--- config.mk ---
export PLATFORM = sky130hd
export DESIGN_NAME = adcw_top
export DESIGN_NICKNAME = d
export VERILOG_FILES = /design/src/design/adcw_prescaler.v /design/src/design/adcw_window_cmp.v /design/src/design/adcw_top.v
export VERILOG_INCLUDE_DIRS = /design/src /design/src/include
export SDC_FILE = /design/constraint.sdc
export NUM_CORES = 1
export LEC_CHECK = 0
export ABC_AREA = 1
export ABC_CLOCK_PERIOD_IN_PS = 5900
export BUFFER_PORTS_ARGS = -buffer_cell sky130_fd_sc_hd__buf_2
export CAP_MARGIN = 20
export CORE_MARGIN = 2
export CORE_UTILIZATION = 25
export DETAILED_ROUTE_END_ITERATION = 6
export SYNTH_ARGS = -nofsm -noshare
export SYNTH_HDL_FRONTEND = slang
export SYNTH_SLANG_ARGS = --single-unit
--- constraint.sdc ---
create_clock -name clk_i -period 5.9 [get_ports clk_i]
set_input_delay 0.59 -clock clk_i [delete_from_list [all_inputs] [get_ports clk_i]]
set_output_delay 0.59 -clock clk_i [all_outputs]
set_load 0.01 [all_outputs]
--- src/include/adcw_consts.vh ---
`ifndef ADCW_CONSTS_VH
`define ADCW_CONSTS_VH

// register indices; byte address is four times the index
`define ADCW_IDX_CTRLA 5'h00
`define ADCW_IDX_CTRLB 5'h01
`define ADCW_IDX_CTRLC 5'h02
`define ADCW_IDX_CTRLD 5'h03
`define ADCW_IDX_CTRLE 5'h04
`define ADCW_IDX_SAMPCTRL 5'h05
`define ADCW_IDX_CHANSEL 5'h06
`define ADCW_IDX_COMMAND 5'h08
`define ADCW_IDX_INTCTRL 5'h0a
`define ADCW_IDX_INTFLAGS 5'h0b
`define ADCW_IDX_RESULT 5'h10
`define ADCW_IDX_WIN_LOW 5'h12
`define ADCW_IDX_WIN_HIGH 5'h14

// field positions
`define ADCW_CTRLA_ENABLE 0
`define ADCW_CTRLA_FREERUN 1
`define ADCW_CTRLC_PRESC_LSB 0
`define ADCW_CTRLC_REF_LSB 4
`define ADCW_CTRLC_CAP 6
`define ADCW_CTRLD_SAMPDLY_LSB 0
`define ADCW_CTRLD_INIT_LSB 5
`define ADCW_INT_READY 0
`define ADCW_INT_WINDOW 1
`define ADCW_CMD_START 0

// reset values
`define ADCW_RST_BYTE 8'h00
`define ADCW_RST_WORD 16'h0000

// reference encodings
`define ADCW_REF_INTERNAL 2'h0
`define ADCW_REF_VDD 2'h1
`define ADCW_REF_EXTERNAL 2'h2

// window modes
`define ADCW_WIN_OFF 3'h0
`define ADCW_WIN_BELOW 3'h1
`define ADCW_WIN_ABOVE 3'h2
`define ADCW_WIN_INSIDE 3'h3
`define ADCW_WIN_OUTSIDE 3'h4

// timing in converter clock cycles; full-scale result code
`define ADCW_CONV_CYCLES 9'd13
`define ADCW_SAMPLE_START 9'd2
`define ADCW_INIT_UNIT 9'd16
`define ADCW_FULL_SCALE 10'h3ff

`endif

--- src/design/adcw_prescaler.v ---
`timescale 1ns/1ps
module adcw_prescaler #(
  parameter PW = 8
) (
  input wire clk_i,
  input wire resetn_i,
  input wire run_i,
  input wire [2:0] presc_i,
  output reg tick_o
);
  reg [PW-1:0] cnt_reg;
  wire [PW-1:0] last;

  // factor 2^(presc+1); at 256 the shift wraps to zero and last is all ones
  assign last = ({{(PW-1){1'b0}}, 1'b1} << ({1'b0, presc_i} + 4'd1))
                - {{(PW-1){1'b0}}, 1'b1};

  // held at zero while idle so the start delay is fixed
  always @(posedge clk_i or negedge resetn_i) begin
    if (!resetn_i) begin
      cnt_reg <= {PW{1'b0}};
      tick_o <= 1'b0;
    end else if (!run_i) begin
      cnt_reg <= {PW{1'b0}};
      tick_o <= 1'b0;
    end else begin
      tick_o <= (cnt_reg == last);
      if (cnt_reg == last)
        cnt_reg <= {PW{1'b0}};
      else
        cnt_reg <= cnt_reg + {{(PW-1){1'b0}}, 1'b1};
    end
  end
endmodule // adcw_prescaler

--- src/design/adcw_window_cmp.v ---
`timescale 1ns/1ps
`include "adcw_consts.vh"
module adcw_window_cmp #(
  parameter W = 16
) (
  input wire clk_i,
  input wire resetn_i,
  input wire valid_i,
  input wire [W-1:0] value_i,
  input wire [W-1:0] low_i,
  input wire [W-1:0] high_i,
  input wire [2:0] mode_i,
  output reg hit_o
);
  reg cond;

  always @* begin
    case (mode_i)
      `ADCW_WIN_BELOW: cond = (value_i < low_i);
      `ADCW_WIN_ABOVE: cond = (value_i > high_i);
      `ADCW_WIN_INSIDE: cond = (value_i > low_i) && (value_i < high_i);
      `ADCW_WIN_OUTSIDE: cond = (value_i < low_i) || (value_i > high_i);
      default: cond = 1'b0;
    endcase
  end

  always @(posedge clk_i or negedge resetn_i) begin
    if (!resetn_i)
      hit_o <= 1'b0;
    else
      hit_o <= valid_i && cond;
  end
endmodule // adcw_window_cmp

--- src/design/adcw_top.v ---
`timescale 1ns/1ps
`include "adcw_consts.vh"
module adcw_top #(
  parameter TEMP_CHANNEL = 5'h1e,
  parameter PRESC_W = 8
) (
  input wire clk_i,
  input wire resetn_i,
  input wire psel_i,
  input wire penable_i,
  input wire pwrite_i,
  input wire [31:0] paddr_i,
  input wire [31:0] pwdata_i,
  output reg [31:0] prdata_o,
  output reg pready_o,
  output reg pslverr_o,
  input wire [9:0] analog_code_i,
  input wire over_ref_i,
  output reg [4:0] input_channel_select_o,
  output reg [1:0] reference_select_o,
  output reg temp_sensor_en_o,
  output reg sample_capacitor_select_o,
  output reg sample_hold_o,
  output reg busy_o,
  output reg result_irq_o,
  output reg window_irq_o
);
  reg [7:0] ctrla_reg;
  reg [7:0] ctrlb_reg;
  reg [7:0] ctrlc_reg;
  reg [7:0] ctrld_reg;
  reg [7:0] ctrle_reg;
  reg [7:0] sampctrl_reg;
  reg [4:0] chan_shadow_reg;
  reg [1:0] intctrl_reg;
  reg [15:0] win_low_reg;
  reg [15:0] win_high_reg;
  reg [15:0] result_reg;
  reg result_ready_flag_reg;
  reg window_compare_flag_reg;
  reg pending_reg;
  reg busy_reg;
  reg first_reg;
  reg [8:0] cnt_reg;
  reg [6:0] samp_reg;
  reg [15:0] acc_reg;
  reg done_reg;
  reg [4:0] act_chan_reg;
  reg [1:0] act_ref_reg;

  wire adc_tick;
  wire win_hit;
  wire enable = ctrla_reg[`ADCW_CTRLA_ENABLE];
  wire freerun = ctrla_reg[`ADCW_CTRLA_FREERUN];
  wire [1:0] ref_shadow = ctrlc_reg[`ADCW_CTRLC_REF_LSB +: 2];
  wire [3:0] sampdly = ctrld_reg[`ADCW_CTRLD_SAMPDLY_LSB +: 4];
  wire [2:0] initial_delay = ctrld_reg[`ADCW_CTRLD_INIT_LSB +: 3];
  wire [4:0] sample_length = sampctrl_reg[4:0];
  wire [2:0] window_mode_select = ctrle_reg[2:0];

  // apb decode; response comes one cycle into the access phase
  wire [4:0] idx = paddr_i[6:2];
  wire addr_ok = (paddr_i[31:7] == 25'h0) && (paddr_i[1:0] == 2'h0);
  wire access = psel_i && penable_i && !pready_o;
  wire commit = psel_i && penable_i && pready_o;
  wire wr = commit && pwrite_i;
  wire rd = commit && !pwrite_i;

  function mapped;
    input [4:0] i;
    begin
      case (i)
        `ADCW_IDX_CTRLA, `ADCW_IDX_CTRLB, `ADCW_IDX_CTRLC,
        `ADCW_IDX_CTRLD, `ADCW_IDX_CTRLE, `ADCW_IDX_SAMPCTRL,
        `ADCW_IDX_CHANSEL, `ADCW_IDX_COMMAND, `ADCW_IDX_INTCTRL,
        `ADCW_IDX_INTFLAGS, `ADCW_IDX_RESULT, `ADCW_IDX_WIN_LOW,
        `ADCW_IDX_WIN_HIGH: mapped = 1'b1;
        default: mapped = 1'b0;
      endcase
    end
  endfunction

  function wr_hit;
    input [4:0] i;
    input [4:0] want;
    input ok;
    input w;
    begin
      wr_hit = w && ok && (i == want);
    end
  endfunction

  // sample count above 64 would overflow the 16-bit sum
  function [6:0] last_sample;
    input [2:0] n;
    begin
      if (n > 3'd6)
        last_sample = 7'h3f;
      else
        last_sample = (7'h01 << n) - 7'h01;
    end
  endfunction

  wire [8:0] init_extra = first_reg
                          ? (`ADCW_INIT_UNIT * {6'h0, initial_delay})
                          : 9'h000;
  wire [8:0] samp_end = `ADCW_SAMPLE_START + init_extra
                        + {5'h0, sampdly} + {4'h0, sample_length};
  wire [8:0] conv_len = `ADCW_CONV_CYCLES + init_extra
                        + {5'h0, sampdly} + {4'h0, sample_length};
  wire last_cycle = busy_reg && (cnt_reg == conv_len - 9'd1);
  wire last_samp = (samp_reg == last_sample(ctrlb_reg[2:0]));
  wire final_cycle = last_cycle && last_samp;
  wire [9:0] code = over_ref_i ? `ADCW_FULL_SCALE : analog_code_i;
  wire [15:0] acc_sum = acc_reg + {6'h00, code};
  wire start_wr = wr_hit(idx, `ADCW_IDX_COMMAND, addr_ok, wr)
                  && pwdata_i[`ADCW_CMD_START];
  wire rd_result = rd && addr_ok && (idx == `ADCW_IDX_RESULT);
  wire wr_flags = wr_hit(idx, `ADCW_IDX_INTFLAGS, addr_ok, wr);

  adcw_prescaler #(
    .PW(PRESC_W)
  ) u_presc (
    .clk_i(clk_i),
    .resetn_i(resetn_i),
    .run_i(enable && (pending_reg || busy_reg)),
    .presc_i(ctrlc_reg[`ADCW_CTRLC_PRESC_LSB +: 3]),
    .tick_o(adc_tick)
  );

  adcw_window_cmp #(
    .W(16)
  ) u_win (
    .clk_i(clk_i),
    .resetn_i(resetn_i),
    .valid_i(done_reg),
    .value_i(result_reg),
    .low_i(win_low_reg),
    .high_i(win_high_reg),
    .mode_i(window_mode_select),
    .hit_o(win_hit)
  );

  // register writes
  always @(posedge clk_i or negedge resetn_i) begin
    if (!resetn_i) begin
      ctrla_reg <= `ADCW_RST_BYTE;
      ctrlb_reg <= `ADCW_RST_BYTE;
      ctrlc_reg <= `ADCW_RST_BYTE;
      ctrld_reg <= `ADCW_RST_BYTE;
      ctrle_reg <= `ADCW_RST_BYTE;
      sampctrl_reg <= `ADCW_RST_BYTE;
      chan_shadow_reg <= 5'h00;
      intctrl_reg <= 2'h0;
      win_low_reg <= `ADCW_RST_WORD;
      win_high_reg <= `ADCW_RST_WORD;
    end else if (wr && addr_ok) begin
      case (idx)
        `ADCW_IDX_CTRLA: ctrla_reg <= {5'h00, pwdata_i[2:0]};
        `ADCW_IDX_CTRLB: ctrlb_reg <= {5'h00, pwdata_i[2:0]};
        `ADCW_IDX_CTRLC: ctrlc_reg <= {1'b0, pwdata_i[6:4], 1'b0,
                                       pwdata_i[2:0]};
        `ADCW_IDX_CTRLD: ctrld_reg <= {pwdata_i[7:5], 1'b0,
                                       pwdata_i[3:0]};
        `ADCW_IDX_CTRLE: ctrle_reg <= {5'h00, pwdata_i[2:0]};
        `ADCW_IDX_SAMPCTRL: sampctrl_reg <= {3'h0, pwdata_i[4:0]};
        `ADCW_IDX_CHANSEL: chan_shadow_reg <= pwdata_i[4:0];
        `ADCW_IDX_INTCTRL: intctrl_reg <= pwdata_i[1:0];
        `ADCW_IDX_WIN_LOW: win_low_reg <= pwdata_i[15:0];
        `ADCW_IDX_WIN_HIGH: win_high_reg <= pwdata_i[15:0];
        default: ctrla_reg <= ctrla_reg;
      endcase
    end
  end

  // conversion sequencer
  always @(posedge clk_i or negedge resetn_i) begin
    if (!resetn_i) begin
      pending_reg <= 1'b0;
      busy_reg <= 1'b0;
      first_reg <= 1'b0;
      cnt_reg <= 9'h000;
      samp_reg <= 7'h00;
      acc_reg <= `ADCW_RST_WORD;
      result_reg <= `ADCW_RST_WORD;
      done_reg <= 1'b0;
    end else begin
      done_reg <= 1'b0;
      if (!enable) begin
        pending_reg <= 1'b0;
        busy_reg <= 1'b0;
      end else begin
        if (start_wr && !busy_reg)
          pending_reg <= 1'b1;
        if (adc_tick) begin
          if (pending_reg && !busy_reg) begin
            // starts on the converter edge after the command
            pending_reg <= 1'b0;
            busy_reg <= 1'b1;
            first_reg <= 1'b1;
            cnt_reg <= 9'h000;
            samp_reg <= 7'h00;
            acc_reg <= `ADCW_RST_WORD;
          end else if (busy_reg) begin
            if (last_cycle) begin
              cnt_reg <= 9'h000;
              first_reg <= 1'b0;
              if (last_samp) begin
                result_reg <= acc_sum;
                done_reg <= 1'b1;
                samp_reg <= 7'h00;
                acc_reg <= `ADCW_RST_WORD;
                busy_reg <= freerun;
              end else begin
                samp_reg <= samp_reg + 7'h01;
                acc_reg <= acc_sum;
              end
            end else begin
              cnt_reg <= cnt_reg + 9'd1;
            end
          end
        end
      end
    end
  end

  // active selections follow shadows except mid-conversion
  always @(posedge clk_i or negedge resetn_i) begin
    if (!resetn_i) begin
      act_chan_reg <= 5'h00;
      act_ref_reg <= `ADCW_REF_INTERNAL;
    end else if (!busy_reg || final_cycle) begin
      act_chan_reg <= chan_shadow_reg;
      act_ref_reg <= ref_shadow;
    end
  end

  // flags: hardware set wins over software clear
  always @(posedge clk_i or negedge resetn_i) begin
    if (!resetn_i) begin
      result_ready_flag_reg <= 1'b0;
      window_compare_flag_reg <= 1'b0;
    end else begin
      if (done_reg)
        result_ready_flag_reg <= 1'b1;
      else if (rd_result || (wr_flags && pwdata_i[`ADCW_INT_READY]))
        result_ready_flag_reg <= 1'b0;
      if (win_hit)
        window_compare_flag_reg <= 1'b1;
      else if (wr_flags && pwdata_i[`ADCW_INT_WINDOW])
        window_compare_flag_reg <= 1'b0;
    end
  end

  // outputs
  always @(posedge clk_i or negedge resetn_i) begin
    if (!resetn_i) begin
      input_channel_select_o <= 5'h00;
      reference_select_o <= `ADCW_REF_INTERNAL;
      temp_sensor_en_o <= 1'b0;
      sample_capacitor_select_o <= 1'b0;
      sample_hold_o <= 1'b0;
      busy_o <= 1'b0;
      result_irq_o <= 1'b0;
      window_irq_o <= 1'b0;
    end else begin
      input_channel_select_o <= act_chan_reg;
      reference_select_o <= act_ref_reg;
      temp_sensor_en_o <= enable
                          && (act_chan_reg == TEMP_CHANNEL);
      sample_capacitor_select_o <= ctrlc_reg[`ADCW_CTRLC_CAP];
      sample_hold_o <= busy_reg && (cnt_reg < samp_end);
      busy_o <= pending_reg || busy_reg;
      result_irq_o <= result_ready_flag_reg && intctrl_reg[`ADCW_INT_READY];
      window_irq_o <= window_compare_flag_reg
                      && intctrl_reg[`ADCW_INT_WINDOW];
    end
  end

  // apb response
  always @(posedge clk_i or negedge resetn_i) begin
    if (!resetn_i) begin
      pready_o <= 1'b0;
      pslverr_o <= 1'b0;
      prdata_o <= 32'h00000000;
    end else begin
      pready_o <= access;
      pslverr_o <= access && !(addr_ok && mapped(idx));
      if (access && !pwrite_i && addr_ok) begin
        case (idx)
          `ADCW_IDX_CTRLA: prdata_o <= {24'h0, ctrla_reg};
          `ADCW_IDX_CTRLB: prdata_o <= {24'h0, ctrlb_reg};
          `ADCW_IDX_CTRLC: prdata_o <= {24'h0, ctrlc_reg};
          `ADCW_IDX_CTRLD: prdata_o <= {24'h0, ctrld_reg};
          `ADCW_IDX_CTRLE: prdata_o <= {24'h0, ctrle_reg};
          `ADCW_IDX_SAMPCTRL: prdata_o <= {24'h0, sampctrl_reg};
          `ADCW_IDX_CHANSEL: prdata_o <= {27'h0, chan_shadow_reg};
          `ADCW_IDX_COMMAND: prdata_o <= {31'h0, pending_reg || busy_reg};
          `ADCW_IDX_INTCTRL: prdata_o <= {30'h0, intctrl_reg};
          `ADCW_IDX_INTFLAGS: prdata_o <= {30'h0, window_compare_flag_reg,
                                           result_ready_flag_reg};
          `ADCW_IDX_RESULT: prdata_o <= {16'h0, result_reg};
          `ADCW_IDX_WIN_LOW: prdata_o <= {16'h0, win_low_reg};
          `ADCW_IDX_WIN_HIGH: prdata_o <= {16'h0, win_high_reg};
          default: prdata_o <= 32'h00000000;
        endcase
      end else if (access) begin
        prdata_o <= 32'h00000000;
      end
    end
  end
endmodule // adcw_top

-- Yosys cells after proc, flatten, opt, wreduce, memory -nomap -nowiden
Memories as Yosys holds them, arrays and structs flattened.
Cells that the tools add are included.
- output and inout port bits: 47
- bits in registers: 184
- latch bits: 0
- memories kept: 1
- logic and storage cells: 183
- bits in writable memories: 0
- bits of input ports: 80
- bits in read-only memories: 32
- memory list (memory ; words ; width ; read ports ; clocked after Yosys merged registers in ; wr ports ; line ; text):
    (name not given) ; 32 ; 1 ; 1 ; 0 ; 0 ; adcw_top.v:72 ; case (i)
- $lt $le $gt $ge: 6
- reduce and logical (&&, ||, !) cells: 58
- divide/modulo/power cells: 0
- eq/ne operators: 21
- $mul: 0
- bitwise gates (word level): 1
- add/sub/neg operators: 14
- shift-type cells: 2
- muxes and demuxes: 44
- operators by type and width (cell ; count):
    $pmux W16 S13 ; 1
    $mux W16 ; 4
    $mux W32 ; 2
    $mux W7 ; 6
    $gt A16 B16 Y1 ; 2
    $lt A16 B16 Y1 ; 2
    $logic_and A1 B1 Y1 ; 29
    $mux W9 ; 3
    $logic_not A25 Y1 ; 1
    $mux W1 ; 24
    $eq A5 B5 Y1 const B ; 4
    $reduce_and A2 Y1 ; 10
    $add A8 B4 Y9 ; 2
    $add A9 B5 Y9 ; 2
    $add A16 B10 Y16 ; 1
    $mux W8 ; 2
    $eq A5 B3 Y1 const B ; 3
    $eq A5 B4 Y1 const B ; 3
    $eq A5 B2 Y1 const B ; 2
    $mux W10 ; 1
    $reduce_bool A2 Y1 ; 5
    $add A9 B1 Y9 const B ; 1
    $eq A9 B9 Y1 ; 1
    $lt A9 B9 Y1 ; 1
    other kinds (27) ; 34

-- Logic depth before layout (Yosys ltp)
Gate-level depths: netlist of the first run.
- depth after elaboration: 12
- depth in mapped cells: 19
- depth with buffers taken out: 18

-- Cells and area by module
From an unflattened synthesis of the first run, not the netlist that was laid out.
- cell total of the unflattened synthesis: 1482
- area, all modules: 10872.9 um^2
- modules (own cells, without submodules) (module ; seq. area each (um^2) ; area each (um^2) ; instances ; cells an instance):
    adcw_top ; 3953.8 ; 9205.1 ; 1 ; 1224
    adcw_window_cmp ; 25.0 ; 983.4 ; 1 ; 154
    adcw_prescaler ; 225.2 ; 684.4 ; 1 ; 104

-- Worst setup path after synthesis of the first run
Ideal clock, no wire load.
- kind: reg-to-reg
- start: register ctrld_reg[1]
- end: register result_reg[10]
- data required time: 5783 ps
- slack: 3269 ps
- cell stages (with the launch flop): 19
- path buffers: 1
- arrival: 2514 ps
- clock period less this slack: 2631 ps
- library setup time: 117 ps
- path through: dfrtp_1 -> inv_1 -> ha_1 -> ha_1 -> inv_1 -> fa_1 -> nand2_1 -> inv_1 -> nor2_1 -> nand3_1 -> nor2_1 -> nand2_1 -> nor2_4 -> nand3_4 -> nor2_8 -> nand2_4 -> buf_6 -> nand2_1 -> nand2_1
- cells in the longest elaborated chain, start to end: 6
- RTL lines (what ; line ; text):
    start: declaration ; adcw_top.v:31 ; reg [7:0] ctrld_reg;
    start signal: assignment ; adcw_top.v:150 ; ctrld_reg <= `ADCW_RST_BYTE;
    start signal: assignment ; adcw_top.v:163 ; `ADCW_IDX_CTRLD: ctrld_reg <= {pwdata_i[7:5], 1'b0,
    $add A8 B4 Y9 (no line) ; -- ;
    $add A9 B5 Y9 (no line) ; -- ;
    $sub A9 B1 Y9 ; adcw_top.v:111 ; wire last_cycle = busy_reg && (cnt_reg == conv_len - 9'd1);
    $eq A9 B9 Y1 ; adcw_top.v:111 ;
    $logic_and A1 B1 Y1 ; adcw_top.v:111 ;
    $reduce_and A6 Y1 (no line) ; -- ;
    end signal: assignment ; adcw_top.v:185 ; result_reg <= `ADCW_RST_WORD;
    end signal: assignment ; adcw_top.v:209 ; result_reg <= acc_sum;
    end: declaration ; adcw_top.v:38 ; reg [15:0] result_reg;
No other way between the ends.
A chain may end at the register's enable or synchronous reset.

-- Final worst setup path of the first run
- start: register ctrld_reg[1]
- end: register acc_reg[14]
- cells in the longest elaborated chain, start to end: 7
- RTL lines (what ; line ; text):
    $add A8 B4 Y9 (no line) ; -- ;
    $add A9 B5 Y9 (no line) ; -- ;
    $sub A9 B1 Y9 ; adcw_top.v:111 ;
    $eq A9 B9 Y1 ; adcw_top.v:111 ;
    $logic_and A1 B1 Y1 ; adcw_top.v:111 ;
    $reduce_bool A2 Y1 (no line) ; -- ;
    $reduce_and A4 Y1 (no line) ; -- ;
    end signal: assignment ; adcw_top.v:184 ; acc_reg <= `ADCW_RST_WORD;
    end signal: assignment ; adcw_top.v:203 ; acc_reg <= `ADCW_RST_WORD;
    end signal: assignment ; adcw_top.v:212 ; acc_reg <= `ADCW_RST_WORD;
    end: declaration ; adcw_top.v:46 ; reg [15:0] acc_reg;
No other way between the ends.

==> results of run 1 <==
==> cell type report <==
cell class / instances / share of cell area (%)
Inverter: 174 / 5.39
Clock buffer: 22 / 3.91
Sequential cell: 168 / 34.6
Timing Repair Buffer: 96 / 4.05
Clock inverter: 10 / 1.38
Tap cell: 539 / 5.55
Multi-Input combinational cell: 1017 / 45.1
==> stage by stage <==
stage          worst slack, ps  std cells
2_1_floorplan             3270       1412
3_3_place_gp              2790       1994
3_5_place_dp              2780       1994
4_1_cts                   2740       2026
5_1_grt                   2450       2026
6_report                  2740       2026
==> power groups by stage <==
| stage | logic [mW] | clock network, mW | registers [mW] |
|---|---|---|---|
| 2_1_floorplan | 0.0655 | 0 | 1.18 |
| 3_3_place_gp | 0.130 | 0 | 1.17 |
| 3_5_place_dp | 0.131 | 0 | 1.17 |
| 4_1_cts | 0.131 | 1.25 | 1.15 |
| 5_1_grt | 0.147 | 1.29 | 1.15 |
| 6_report | 0.129 | 1.23 | 1.15 |
==> synth_stat cells (9+ instances only) <==
cell	instances	area share [%]
buf_2	9	0.43
nand3b_1	11	0.78
o22ai_1	22	1.3
xor2_1	31	2.6
nor3_1	25	1.2
o21ai_1	20	0.95
nor2_1	108	3.8
xnor2_1	10	0.83
nand3_1	86	4.1
ha_1	75	8.9
dfrtp_1	168	40
nand4_1	21	1.2
or2_2	11	0.65
o21ai_0	89	4.2
nand2_1	404	14
a21oi_1	41	1.9
inv_1	171	6.1
buf_4	18	1.3
clkbuf_1	19	0.67
==> metal layers <==
layer / up-vias / GRT usage [%] / routed length, um
met5: - / 0 / 0
met4: 0 / 3.52 / 390
met3: 29 / 1.92 / 1320
met2: 224 / 22.5 / 13500
met1: 4375 / 17.7 / 13600
li1: 4638 / - / -
==> critical path, delay by kind of cell (launching register included) <==
| family | cells | cell delay (ps) |
|---|---|---|
| simple gates | 11 | 1440 |
| fa+ha+maj | 3 | 980 |
| flops | 1 | 390 |
| buf+inv | 3 | 210 |
==> placed cells by master (no fill, tap or decap), drive strengths merged, types with 22 or more instances in the layout <==
cell type and instances:
buf 96, inv 172, a21oi 42, dfrtp 168, nand2 409, o21ai 110
nand3 89, ha 75, xor2 31, nor3 26, clkbuf 22, nor2 113
o22ai 22
==> cell families after synthesis <==
logic type               synth area share, %
AO/OA/AOI/OAI                           10.1
flip-flops                              39.7
buffers and inverters                   9.09
other                                 0.0354
XOR/XNOR                                3.55
AND/OR/NAND/NOR                         28.0
adder cells (fa/ha/maj)                 9.43
==> how the worst min path moves through the flow <==
stage	endpoint	slack [ps]	from	cells after the start
detailed placement	reference_select_o[1]$_DFF_PN0_	370	act_ref_reg[1]$_DFFE_PN0P_	0
global placement	reference_select_o[0]$_DFF_PN0_	360	act_ref_reg[0]$_DFFE_PN0P_	0
finish	u_presc.cnt_reg[2]$_DFF_PN0_	270	resetn_i	1
global route	u_presc.cnt_reg[2]$_DFF_PN0_	330	resetn_i	1
CTS	u_presc.cnt_reg[3]$_DFF_PN0_	310	resetn_i	1
floorplan	acc_reg[0]$_DFFE_PN0P_	290	resetn_i	0
==> results.md, run 1 <==
* Status: completed
* Final min period at between 3000 and 4000 ps
* CP required at 6220 ps
* Post-layout util at 29.0%
* Seq pwr share at approximately 46%
* Largest stage delay, worst path at 450 ps
* Crit-path slowest cell: fa_1
* GRT Total Usage at 13.3%
* GP Congestion at just under 0.9
* Post-CTS Hold Buffers at 0
* Skew-Pair Late Insertion Delay at 430 ps
* IO buf count at 94
* First-pass GRT wire length at 46500 um
* CTS tree: built
* Count of state elements after synthesis at 168
* Critical path launch point: ctrld_reg[1]$_DFFE_PN0P_
* Combinational Power Share at 5.1%
* Prevailing post-synth register cell: dfrtp_1
* Initial antenna violation count at 0
* Worst Reg-to-Reg Cells at 17
* Switching Fraction at 22.8%
* Max clock buf depth at 2
* Dpl hpwl at roughly 22000 um
* Crit. End Element: flop
* RSZ-0062 raised after global routing: no
* Fin. max-slew vios at 0
* Antenna diodes at 0
* Vias/cell at 4.57
* Initial drt markers at 690
* Sequential area share after synthesis at between 30% and 40%
* Share of layout cells above drive strength 1 at 10.6%
* Clock-pin slew on the worst setup and hold paths at around 70 ps
* Leakage at 5.97 nW
* Crit Path Max Fanout at 24
* Syn-to-layout area delta at 14.7%
* Post-synth ARST share at 100%
* Part of the power in the clock network at 48.9%
* Worst r2r src: ctrld_reg[1]$_DFFE_PN0P_
* Crit-path cells: inv_1, ha_1, ha_1, inv_1, fa_1, nand2_1, inv_1, nor2_1, nand3_1, nor2_1, nand2_1, nor2_4, nand3_4, nand2_4, nand2_4, nand2_1, nand2_1
* Design Area, Final at approximately 0.012 mm^2
* Initial core utilization at 25.3%
* Remaining Overflow, GRT at 0
* Crit path top cell by count: nand2_1
* Avg Inst Size Synth at 7.58 um^2
* Die area at 0.0440 mm^2
* Nature of the critical path startpoint: flop
* Fmax achieved at 317 MHz
* # setup viols final at 0
* IO Pins at 127
* Post-CTS setup buffer count at 0
* Post_cts resized at 0
* Switching pwr at 0.573 mW
* Via count at 9266
* Internal power at 1.93 mW
* Sequential cell area at 0.00420 mm^2
* Type of the worst setup path: flop to flop
* Terminus of the critical flop-to-flop path: acc_reg[14]$_DFFE_PN0P_
* Syn Std Cell Area at 0.0106 mm^2
* Cell Pwr Density at 207 mW/mm^2
* Number of library cell types mapped by synthesis at 50
* H-tree depth at 4
* Number of global-route vias before repair at 8906
* Site row count at 75
* Die width at 210 um
* Clock sinks at 168
* Die Ht at about 210 um
* Mapped Cells at 1397
* Final ANT Viol Nets at 0
* Setup TNS at 0 ps
* Crit path DAT at 3480 ps
* Total CTS buffers at 17
* Slew of the pin with the lowest slew margin at 927 ps
* Routed len/inst at 14.2 um
* Largest net degree at the start of global routing at 100
* Post-Place Cell Area at about 0.011 mm^2
* Initial DRT Pass Iterations at 5
* Filler instances at 4513
* Nets at between 1500 and 2000
* Hold WS at 273 ps
* DRC viols at 0
* R2r setup slk at 2740 ps
* Slew HR at a little under two fifths
* Root Driver: clkbuf_16
* Post-route clock skew at 10.9 ps
* Max VDD drop at just over 0.2 mV
* Timing endpoint of the critical path: acc_reg[14]$_DFFE_PN0P_
* EDFF count, synth at 0
* Max Cap Viol at 0
* Fin crit share at 53.5%
* Power after layout at 2.51 mW
* YS warnings at 0
* Hold Fails Final Rpt at 0
* Min-Delay Path Class: input port to asynchronous set/reset pin
* Drt total wl at between 20000 and 30000 um
* Multi-input logic area at between 0.005 and 0.006 mm^2
* Core area at 0.0419 mm^2
No activity file was read; power rests on OpenSTA's default activity.
==> run 2: changes to the inputs <==
--- a/config.mk
+++ b/config.mk
@@ -7,7 +7,7 @@
 export NUM_CORES = 1
 export LEC_CHECK = 0
 export ABC_AREA = 1
-export ABC_CLOCK_PERIOD_IN_PS = 5900
+export ABC_CLOCK_PERIOD_IN_PS = 2800
 export BUFFER_PORTS_ARGS = -buffer_cell sky130_fd_sc_hd__buf_2
 export CAP_MARGIN = 20
 export CORE_MARGIN = 2
==> constraint.sdc (replaced) <==
create_clock -name clk_i -period 2.8 [get_ports clk_i]
set_input_delay 0.28 -clock clk_i [delete_from_list [all_inputs] [get_ports clk_i]]
set_output_delay 0.28 -clock clk_i [all_outputs]
set_load 0.01 [all_outputs]
==> run 2 against run 1 <==
The run now ends with setup timing left. Die area stayed put. Cell count up 2.2%. Worst hold slack got worse by 170 ps. Critical path depth increased by 1. Wire length rose by 3.0%. Count of clock-buffer cells in the layout fell by 5. Flip-flop and latch count stayed put. Clock power is 92% higher. Core utilization is 1.3 points higher. Final area increased by 4.3%. Global-route usage is 0.33 points higher. Critical path type unchanged. Largest power group is now sequential cells.
==> results.md, run 2 (synthesis results as in run 1) <==
* Fin. max-slew vios at 0 (unchanged)
* GP Congestion at 0.901 (+3.7%)
* Antenna diodes at 0 (unchanged)
* Dpl hpwl at 22600 um (+3.6%)
* Skew-Pair Late Insertion Delay at 440 ps (about the same)
* Crit path DAT at 3230 ps (-250 ps)
* Final ANT Viol Nets at 0 (unchanged)
* RSZ-0062 raised after global routing: yes
* Multi-input logic area at 0.00562 mm^2 (+2.6%)
* GRT busiest layer: met2
* CP required at 3180 ps (-3040 ps)
* Commonest non-fill, non-tap cells in the layout: nand2_1 (394), inv_1 (168), dfrtp_1 (168)
* Clock-pin slew on the worst setup and hold paths at 80 ps (about the same)
* Cell Pwr Density at 401 mW/mm^2 (+94%)
* Max clock buf depth at 2 (unchanged)
* Clock sinks at 168 (unchanged)
* Commonest non-fill, non-tap cell in the layout: nand2_1
* Nature of the critical path startpoint: flop
* Crit path top cell by count: nand2_1
* Core area at 0.0419 mm^2 (unchanged)
* GRT Total Usage at 13.6% (+0.33 points)
* Met3 usage at 2.29% (+0.37 points)
* Part of the power in the clock network at 46.5% (-2.4 points)
* IO buf count at 94 (unchanged)
* Remaining Overflow, GRT at 0 (unchanged)
* Initial DRT Pass Iterations at 5 (unchanged)
* Failing checks: setup timing
* Largest stage delay, worst path at 460 ps (about the same)
* Worst setup margin at -44.4 ps (-2790 ps)
* Min-Delay Path Class: input port to flop
* Fin crit share at 102% (+48 points)
* Crit-path slowest cell: fa_1
* Initial antenna violation count at 0 (unchanged)
* Status: finished with violations
* Fmax achieved at 352 MHz (+11%)
* Filler instances at 4470 (-0.95%)
* Sequential cell area at 0.00420 mm^2 (unchanged)
* Total CTS buffers at 17 (unchanged)
* Drt total wl at 29700 um (+3.0%)
* Root Driver: clkbuf_16
* Internal power at 3.70 mW (+91%)
* Final min period at 2840 ps (-315 ps)
* Combinational Power Share at 5.7% (+0.6 points)
* CTS tree: built
* H-tree depth at 4 (unchanged)
* Die width at 210 um (unchanged)
* Seq pwr share at 47.8% (+1.8 points)
* Site row count at 75 (unchanged)
* Largest net degree at the start of global routing at 64 (-36%)
* Hold WS at 104 ps (-168 ps)
* Initial core utilization at 25.3% (unchanged)
* Crit-path cells: inv_2, ha_4, ha_4, inv_2, fa_1, nand2_1, inv_1, nor2_1, nand3_1, nor2_2, nand2_2, nor2_4, nand3_4, buf_6, nor3_4, clkbuf_16, nand2_1, nand2_1
* Routed len/inst at 14.3 um (+0.76%)
* Die area at 0.0440 mm^2 (unchanged)
* Crit Path Max Fanout at 6 (-75%)
* IO Pins at 127 (unchanged)
* Post-route clock skew at 13.1 ps (+2.20 ps)
* Slew of the pin with the lowest slew margin at 771 ps (-156 ps)
* Leakage at 6.20 nW (+3.8%)
* First-pass GRT wire length at 48000 um (+3.2%)
* Hold Fails Final Rpt at 0 (unchanged)
* Pre-CTS setup slack at -44.0 ps (-2820 ps)
* Slew HR at 48.5% (+10 points)
* Met2 Track Usage GR at 22.7% (+0.22 points)
* Nets at 1677 (+2.8%)
* Initial drt markers at 670 (-2.9%)
* Via count at 9479 (+2.3%)
* DRC viols at 0 (unchanged)
* Vias/cell at 4.58 (about the same)
* Share of layout cells above drive strength 1 at 14.6% (+4.0 points)
* Switching pwr at 1.37 mW (+140%)
* Switching Fraction at 27.0% (+4.2 points)
* Die Ht at 210 um (unchanged)
* Post-layout util at 30.3% (+1.3 points)
* Syn-to-layout area delta at 19.7%
* Type of the worst setup path: flop to flop
* Met1 global-route usage at 18.3% (+0.59 points)
* Max Cap Viol at 0 (unchanged)
* Crit. End Element: flop
* Max VDD drop at 0.427 mV (+110%)
* # setup viols final at 14 (+14)
* Number of global-route vias before repair at 9175 (+3.0%)
run 2: timing repair:
item                       CTS  global route
setup endpoints to repair   47            67
hold buffers                 1             0
cloned                       1             3
pin swaps                   17            23
resized for setup           12            21
buffers inserted             5             5
hold endpoints to repair    60             0
run 2: critical path: cells and delay by family, from the launching register on:
kind,cells,cell delay (ps)
simple gates,10,1060
fa+ha+maj,3,870
flops,1,380
buf+inv,5,470
run 2: final timing paths:
kind                            cells after the start                        start  slack (ps)                             endpoint
worst max-delay path                               18  sampctrl_reg[1]$_DFFE_PN0P_         -40           result_reg[10]$_DFFE_PN0P_
worst min-delay path                                3                    penable_i         100                   pready_o$_DFF_PN0_
worst max register to register                     18  sampctrl_reg[1]$_DFFE_PN0P_         -40           result_reg[10]$_DFFE_PN0P_
worst min register to register                      0   act_ref_reg[1]$_DFFE_PN0P_         390      reference_select_o[1]$_DFF_PN0_
max in group asynchronous                           3                     resetn_i        1600         win_high_reg[10]$_DFFE_PN0P_
min in group asynchronous                           2                     resetn_i         380  input_channel_select_o[1]$_DFF_PN0_
run 2: final cells by class:
class                      count  area share [%]
multi-input combinational   1019            44.3
sequential                   168            33.2
timing repair buffer         139            7.44
tap                          539            5.32
inverter                     174            5.17
clock buffer                  17            3.36
clock inverter                15            1.20
run 2: through the flow:
step	setup TNS (ps)	area, um^2	power [mW]	cells
floorplan	0	10600	2.61	1412
global placement	-218	11800	2.76	2024
detailed placement	-451	11800	2.76	2024
CTS	-687	12500	5.12	2063
global route	-11960	12700	5.26	2071
finish	-230	12700	5.08	2071
run 2: power groups by stage:
| stage | logic (mW) | clock network, mW | registers (mW) |
|---|---|---|---|
| 3_3_place_gp | 0.284 | 0 | 2.47 |
| 2_1_floorplan | 0.138 | 0 | 2.48 |
| 4_1_cts | 0.290 | 2.41 | 2.43 |
| 5_1_grt | 0.326 | 2.51 | 2.43 |
| 6_report | 0.288 | 2.36 | 2.43 |
| 3_5_place_dp | 0.288 | 0 | 2.47 |
run 2: layer usage:
metal,routed length (um),vias to the layer above
li1,-,4729
met1,13900,4480
met2,13900,244
met3,1500,26
met4,475,0
met5,0,-
